[config.mk]
export PLATFORM = sky130hd
export DESIGN_NAME = pmoc_power_ctrl
export DESIGN_NICKNAME = d
export VERILOG_FILES = /design/src/logic/pmoc_pkg.sv /design/src/logic/pmoc_power_ctrl.sv
export SDC_FILE = /design/constraint.sdc
export NUM_CORES = 2
export LEC_CHECK = 0
export BUFFER_PORTS_ARGS = -buffer_cell sky130_fd_sc_hd__buf_2
export CORE_MARGIN = 2
export CORE_UTILIZATION = 24
export CTS_BUF_LIST = sky130_fd_sc_hd__clkbuf_4
export CTS_CLUSTER_SIZE = 24
export DETAILED_ROUTE_END_ITERATION = 10
export GPL_TIMING_DRIVEN = 0
export SLEW_MARGIN = 20
export SYNTH_ARGS = -nofsm -noshare
export SYNTH_HDL_FRONTEND = slang
export SYNTH_SLANG_ARGS = --single-unit
[constraint.sdc]
create_clock -name clk_sys -period 9.3 [get_ports clk_sys]
set_clock_uncertainty 0.2 [all_clocks]
set_input_delay 1.395 -clock clk_sys [delete_from_list [all_inputs] [get_ports clk_sys]]
set_output_delay 1.395 -clock clk_sys [all_outputs]
set_load 0.01 [all_outputs]
[src/logic/pmoc_pkg.sv]
// constants for the power mode and output control block
package pmoc_pkg;
  localparam int ADDR_W = 6;
  localparam int DATA_W = 16;
  // register offsets
  localparam logic [5:0] OFS_STATUS   = 6'h00;
  localparam logic [5:0] OFS_CONTROL  = 6'h01;
  localparam logic [5:0] OFS_IO       = 6'h03;
  localparam logic [5:0] OFS_BIAS     = 6'h04;
  localparam logic [5:0] OFS_ERR_EN   = 6'h05;
  localparam logic [5:0] OFS_CHANNEL0 = 6'h09;
  localparam logic [5:0] OFS_CONFIG0  = 6'h19;
  localparam logic [5:0] OFS_FILTER0  = 6'h21;
  // reset values
  localparam logic [15:0] RST_IO       = 16'h0000;
  localparam logic [15:0] RST_CONTROL  = 16'h0040;
  localparam logic [15:0] RST_CHANNEL0 = 16'h8001;
  localparam logic [15:0] RST_CONFIG0  = 16'h0000;
  localparam logic [15:0] RST_FILTER0  = 16'h0030;
  localparam logic [15:0] RST_ERR_EN   = 16'h0001;
  localparam logic [15:0] RST_BIAS     = 16'h0000;
  // field positions
  localparam int IO_EN_LSB   = 0;
  localparam int IO_LVL_LSB  = 4;
  localparam int IO_INT_BIT  = 8;
  localparam int IO_SBY_BIT  = 9;
  localparam int IO_SYNC_BIT = 10;
  localparam int CTL_MODE_LSB = 2;
  localparam int CFG_GAIN_LSB = 0;
  localparam int CFG_BYP_BIT  = 3;
  localparam int CH_SW_BIT    = 14;
  localparam int ST_POR_BIT   = 6;
  localparam int ST_NRDY_BIT  = 7;
  localparam int NUM_OUT = 4;
  localparam int NUM_CH  = 16;
  localparam int NUM_CFG = 8;
  localparam int NUM_AIN = 16;
  localparam logic [2:0] GAIN_ONE = 3'h0;
  // operating mode codes
  typedef enum logic [3:0] {
    PMOC_MODE_CONT  = 4'b0000,
    PMOC_MODE_STBY  = 4'b0010,
    PMOC_MODE_PDOWN = 4'b0011,
    PMOC_MODE_IDLE  = 4'b0100
  } pmoc_mode_t;
endpackage : pmoc_pkg

[src/logic/pmoc_power_ctrl.sv]
// power mode, output pin and setup control
//
// The plain strobed port was left to the implementer.
`timescale 1ns/1ps
`default_nettype none
// Behaviour
// - four outputs, each enabled by own bit
// - enabled output drives its level bit
// - pin two interrupt, pin four standby
// - per setup gain field, one to 128
// - bypass bit forces gain of one
// - supply reset restores config, analog ignored
// - reset flag set, cleared by read
// - channel zero enabled, inputs zero/one, setup zero
// - setup zero defaults, rate field 0x30
// - control register conversion defaults
// - only ignored-transaction diagnostic enabled
// - mode codes standby, power-down, idle
// - power-down only from standby
// - power-down leaves only through reset
// - idle holds modulator and filter reset
// - per pin bias generator select
// - channel bridge switch bit drives switch
// - sixteen channels, eight setups
// - standby forces not-ready bit high
module pmoc_power_ctrl #(
  parameter int NUM_CH  = pmoc_pkg::NUM_CH,
  parameter int NUM_CFG = pmoc_pkg::NUM_CFG
) (
  // clock and reset
  input  wire logic                       clk_sys,
  input  wire logic                       rst_n,
  // supply monitors from analog pins
  input  wire logic                       ioSupplyLow,
  input  wire logic                       digLdoLow,
  input  wire logic                       anaSupplyLow,
  // register port
  input  wire logic [pmoc_pkg::ADDR_W-1:0] regAddr,
  input  wire logic [pmoc_pkg::DATA_W-1:0] regWdata,
  input  wire logic                       regWr,
  input  wire logic                       regRd,
  output logic      [pmoc_pkg::DATA_W-1:0] regRdata,
  // sequencer and converter status
  input  wire logic [3:0]                 activeChannel,
  input  wire logic                       convReady,
  input  wire logic                       convIrq,
  // general output pins
  output logic      [pmoc_pkg::NUM_OUT-1:0] outPinData,
  output logic      [pmoc_pkg::NUM_OUT-1:0] outPinEnable,
  // analog control
  output logic      [pmoc_pkg::NUM_AIN-1:0] biasSelect,
  output logic                            bridgeSwitchOn,
  output logic      [2:0]                 effectiveGain,
  output logic                            modResetHold,
  output logic                            standbyActive,
  output logic                            powerDownActive
);
  import pmoc_pkg::*;

  initial begin
    if (NUM_CH < 1 || NUM_CH > 16 || NUM_CFG < 1 || NUM_CFG > 8) begin
      $error("pmoc_power_ctrl: channel or setup count out of range");
    end
  end

  typedef struct packed {
    logic [15:0]            io;
    logic [15:0]            control;
    logic [15:0]            bias;
    logic [15:0]            errEn;
    logic [NUM_CH-1:0][15:0]  channel;
    logic [NUM_CFG-1:0][15:0] config_;
    logic [NUM_CFG-1:0][15:0] filter;
    logic                   porFlag;
    logic                   pdown;
    logic [2:0]             supplySync1;
    logic [2:0]             supplySync2;
    logic [15:0]            rdata;
  } pmoc_state_t;

  pmoc_state_t r;
  pmoc_state_t next_r;

  logic [2:0]  chSetup;
  logic [15:0] cfgSel;
  logic        supplyBad;
  pmoc_mode_t  modeNow;
  logic [3:0]  wrMode;
  logic [15:0] statusWord;

  always_comb begin
    modeNow       = pmoc_mode_t'(r.control[CTL_MODE_LSB +: 4]);
    standbyActive = (modeNow == PMOC_MODE_STBY);
    modResetHold  = (modeNow == PMOC_MODE_IDLE) || r.pdown;
    powerDownActive = r.pdown;
    // analog supply dip ignored
    supplyBad     = r.supplySync2[0] | r.supplySync2[1];
    chSetup       = r.channel[activeChannel][12 +: 3];
    cfgSel        = r.config_[chSetup[$clog2(NUM_CFG > 1 ? NUM_CFG : 2)-1:0]];
    effectiveGain = cfgSel[CFG_BYP_BIT] ? GAIN_ONE : cfgSel[CFG_GAIN_LSB +: 3];
    bridgeSwitchOn = r.channel[activeChannel][CH_SW_BIT] & ~r.pdown;
    biasSelect    = r.bias;
    statusWord    = '0;
    statusWord[ST_POR_BIT]  = r.porFlag;
    statusWord[ST_NRDY_BIT] = standbyActive | ~convReady;
    statusWord[3:0]         = activeChannel;
  end

  // output pins with repurposing
  genvar gi;
  generate
    for (gi = 0; gi < NUM_OUT; gi++) begin : g_out
      always_comb begin
        outPinEnable[gi] = r.io[IO_EN_LSB + gi] & ~r.pdown;
        outPinData[gi]   = r.io[IO_LVL_LSB + gi];
        if (gi == 1 && r.io[IO_INT_BIT]) begin
          outPinData[gi] = convIrq;
        end
        if (gi == 3 && r.io[IO_SBY_BIT]) begin
          outPinData[gi] = standbyActive;
        end
      end
    end
  endgenerate

  always_comb begin
    next_r = r;
    wrMode = regWdata[CTL_MODE_LSB +: 4];
    next_r.supplySync1 = {anaSupplyLow, digLdoLow, ioSupplyLow};
    next_r.supplySync2 = r.supplySync1;
    next_r.rdata = '0;
    if (regRd && !r.pdown) begin
      case (regAddr)
        OFS_STATUS:  next_r.rdata = statusWord;
        OFS_CONTROL: next_r.rdata = r.control;
        OFS_IO:      next_r.rdata = r.io;
        OFS_BIAS:    next_r.rdata = r.bias;
        OFS_ERR_EN:  next_r.rdata = r.errEn;
        default: begin
          if (regAddr >= OFS_CHANNEL0 && regAddr < OFS_CHANNEL0 + 6'(NUM_CH)) begin
            next_r.rdata = r.channel[4'(regAddr - OFS_CHANNEL0)];
          end else if (regAddr >= OFS_CONFIG0 && regAddr < OFS_CONFIG0 + 6'(NUM_CFG)) begin
            next_r.rdata = r.config_[3'(regAddr - OFS_CONFIG0)];
          end else if (regAddr >= OFS_FILTER0 && regAddr < OFS_FILTER0 + 6'(NUM_CFG)) begin
            next_r.rdata = r.filter[3'(regAddr - OFS_FILTER0)];
          end
        end
      endcase
      if (regAddr == OFS_STATUS) begin
        next_r.porFlag = 1'b0;
      end
    end
    if (regWr && !r.pdown) begin
      case (regAddr)
        OFS_CONTROL: begin
          next_r.control = regWdata;
          if (wrMode == PMOC_MODE_PDOWN) begin
            if (modeNow == PMOC_MODE_STBY) begin
              next_r.pdown = 1'b1;
            end else begin
              next_r.control[CTL_MODE_LSB +: 4] = PMOC_MODE_CONT;
            end
          end
        end
        OFS_IO:     next_r.io    = regWdata;
        OFS_BIAS:   next_r.bias  = regWdata;
        OFS_ERR_EN: next_r.errEn = regWdata;
        default: begin
          if (regAddr >= OFS_CHANNEL0 && regAddr < OFS_CHANNEL0 + 6'(NUM_CH)) begin
            next_r.channel[4'(regAddr - OFS_CHANNEL0)] = regWdata;
          end else if (regAddr >= OFS_CONFIG0 && regAddr < OFS_CONFIG0 + 6'(NUM_CFG)) begin
            next_r.config_[3'(regAddr - OFS_CONFIG0)] = regWdata;
          end else if (regAddr >= OFS_FILTER0 && regAddr < OFS_FILTER0 + 6'(NUM_CFG)) begin
            next_r.filter[3'(regAddr - OFS_FILTER0)] = regWdata;
          end
        end
      endcase
    end
    // supply drop: restore defaults, flag set wins over read clear
    if (supplyBad) begin
      next_r.io      = RST_IO;
      next_r.control = RST_CONTROL;
      next_r.bias    = RST_BIAS;
      next_r.errEn   = RST_ERR_EN;
      next_r.channel = '0;
      next_r.channel[0] = RST_CHANNEL0;
      next_r.config_ = '0;
      next_r.config_[0] = RST_CONFIG0;
      next_r.filter  = '0;
      next_r.filter[0] = RST_FILTER0;
      next_r.pdown   = 1'b0;
      next_r.porFlag = 1'b1;
    end
  end

  always_ff @(posedge clk_sys) begin
    if (!rst_n) begin
      r <= '0;
      r.io      <= RST_IO;
      r.control <= RST_CONTROL;
      r.errEn   <= RST_ERR_EN;
      r.channel[0] <= RST_CHANNEL0;
      r.config_[0] <= RST_CONFIG0;
      r.filter[0]  <= RST_FILTER0;
      r.porFlag <= 1'b1;
    end else begin
      r <= next_r;
    end
  end

  assign regRdata = r.rdata;
endmodule : pmoc_power_ctrl
`default_nettype wire

==> impl_metrics.ini <==
[outcome]
run_status = finished, final reports clean

[yosys]
synth_area_leaders = dfxtp_1, mux2i_1, nand2_1, a21oi_1, nor2_1
syn_inst = 3142
yosys_most_used_dff = dfxtp_1
ys_seq_area_frac = 0.452
syn_nets = 3181
synth-edff-count = 0
yosys_warnings = 0
synthArstFlopShare = 0
syn_avg_cell_area_um2 = 8.43
yosys.area.top_type = dfxtp_1
ys_ff_latch = 598
ys_types = 66
syn_area_um2 = 26500
synth_top_area_share = 0.452

[final_layout]
final_core_util = 0.282
nFillCells = 11900
drive_gt1_frac = 0.143
fin_nets = 3405
area_growth_pct = 16.2

[clock_tree]
post_cts_resized = 0
clock_path_buffers = 3
cts_max_level = 4
tritoncts = yes
numCtsBuffers = 159
root_buffer = clkbuf_4
clk_latency_ns = 1.07
clock-sinks = 598
hold_buffers = 0
cts.clk_slew.worst_paths_ns = 0.06
cts_setup_buffers = 0

[setup_path]
cp.required_ns = 9.96
critPathKind = in -> reg
path_cells = buf_2, buf_2, buf_2, clkinv_1, clkbuf_1, ha_1, nand2b_1, nor2_1, clkbuf_1, clkbuf_1, a222oi_1, nand2_1, o21ai_0, nor3_1
end_kind = flop
slowest_stage = clkbuf_1
cp.arrival_ns = 8.82
worstPathMaxFanout = 11
startpoint_type = input port
slowest_delay_ns = 0.92

[floorplanning]
die_h_um = 336
die_w_um = 336
design.core.area_um2 = 109000
rows = 121
pin_count = 82
start_util = 0.243
die-area_um2 = 113000

[timing]
max_clock_freq_ghz = 0.123
worst_pin_slew_ns = 1.30
finalSetupViolations = 0
fin_hold_ws_ns = 0.246
finalCriticalPeriod_ns = 8.16
slew_headroom = 0.110
tns_ns = 0
fin_ws_ns = 1.14
post-route-period-util = 0.877
rsz0062_at_grt = false
finalMaxSlewViolations = 0
hold_viol_final = 0

[global_routing]
grt_pass1_vias = 24640
track_usage = 0.216
grt_max_degree = 17
met2_usage = 0.316
antenna_found_initial = 12
grt_busiest_layer = met2
use_met1 = 0.277
gr-total-overflow = 0
grt_use_met3 = 0.0710
grt_pass1_wl_um = 176000

[placed_design]
pre_cts_slack_ns = 0.663
dpl.hpwl_um = 89000
io_buffers = 60
gp_congestion = 1.05

[power]
ir_drop_v = 0.0000870
p_leak_nw = 11.3
power_density_nw_per_um2 = 182

[routing]
drc = 0
drt-vias-per-instance = 5.30
ant_nets = 0
drt_iter0_markers = 3887
routed_wl_um = 125000
drt_first_pass_iters = 8
vias = 26339
wl_per_cell_um = 25.2

[job]
drv_cap = 0

[hold_path]
hold_path.class = reg -> reg
## placed cells by master, fill, tap and decap left out, types with 7 or more instances in the layout
cell      count
clkbuf_4    245
clkinv_1     25
o21ai_0      57
a31oi_1       8
clkbuf_1    197
nor2_1      353
nand3_2       8
nand3_1     125
mux2_2       21
buf_4        48
a221oi_1     51
nand4_1      21
nand2_1     599
dfxtp_1     598
a21oi_1     344
a22o_1       26
and3_1        7
a211oi_1     17
and2_1       12
a22oi_1      78
a222oi_1     11
buf_6        11
nor2b_1      11
buf_2       111
mux4_2       16
buf_1        18
mux2i_1     307
o22ai_1      41
nor3_1       12
## report_power, final
| part | internal (W) | leakage (nW) | switching (W) |
|---|---|---|---|
| Combinational | 0.000103 | 5.22 | 0.000482 |
| Sequential | 0.00257 | 4.82 | 0.00000733 |
| Clock | 0.00125 | 1.22 | 0.00119 |
## per-layer routing
layer  part of all wire  vias up
li1                   -    11453
met1               0.39    12709
met2               0.42     1775
met3               0.13      390
met4              0.058       12
met5             0.0011        -
## through the flow
step / total power, W / instance area [um2] / instances
after CTS: 0.00558 / 30700 / 4962
final: 0.00561 / 30800 / 4969
after global routing: 0.00576 / 30800 / 4966
after floorplan: 0.00291 / 26500 / 3142
after detailed placement: 0.00318 / 28700 / 4680
after global placement: 0.00318 / 28600 / 4678
## cells by family after synthesis
family,Yosys count,synth area share
buffers and inverters,329,0.0583
AND/OR/NAND/NOR,1187,0.190
AO/OA/AOI/OAI,675,0.158
multiplexers,344,0.139
adder cells (fa/ha/maj),4,0.00189
XOR/XNOR,5,0.00165
flip-flops,598,0.452
## worst max-delay path: cells and delay by family
family	cells	cell delay, ns
buf+inv	7	4.13
simple gates	4	1.94
compound gates	2	0.76
fa+ha+maj	1	0.56
## flip-flops by register name (all words and copies together), names as in the netlist
| signal | cells |
|---|---|
| r | 557 |
| next_r | 2 |
| regRdata | 16 |
| modeNow | 4 |
| powerDownActive | 1 |
| biasSelect | 16 |
| outPinData | 2 |
## synthesized netlist by cell type (26+ instances only)
library cell and instances:
buf_2 51, o22ai_1 41, mux2i_1 307, buf_4 47, nand2_1 599, a22oi_1 78, dfxtp_1 598, clkbuf_1 200
a21oi_1 344, a221oi_1 51, nand3_1 125, nor2_1 354, o21ai_0 57, a22o_1 26
## layout make-up
| class | count | area (um2) | share of cell area |
|---|---|---|---|
| Antenna cell | 6 | 15.0 | 0.000488 |
| Buffer | 325 | 1530 | 0.0498 |
| Clock buffer | 245 | 1840 | 0.0598 |
| Clock inverter | 37 | 225 | 0.00732 |
| Inverter | 4 | 15.0 | 0.000488 |
| Multi-Input combinational cell | 2215 | 13000 | 0.422 |
| Sequential cell | 598 | 12000 | 0.389 |
| Tap cell | 1476 | 1850 | 0.0600 |
| Timing Repair Buffer | 63 | 330 | 0.0107 |
## path summary, 6_finish.rpt
| kind | start | to | slack [ns] | cells past startpoint |
|---|---|---|---|---|
| max | regAddr[0] | regRdata[7]$_SDFF_PN0_ | 1.14 | 14 |
| min | next_r[17]$_SDFF_PN0_ | r[17]$_SDFF_PN0_ | 0.25 | 1 |
| max reg2reg | powerDownActive$_SDFFE_PP0P_ | regRdata[6]$_SDFF_PN0_ | 5.60 | 6 |
| min reg2reg | next_r[17]$_SDFF_PN0_ | r[17]$_SDFF_PN0_ | 0.25 | 1 |
Note: power is estimated with default switching activity, not from simulation.
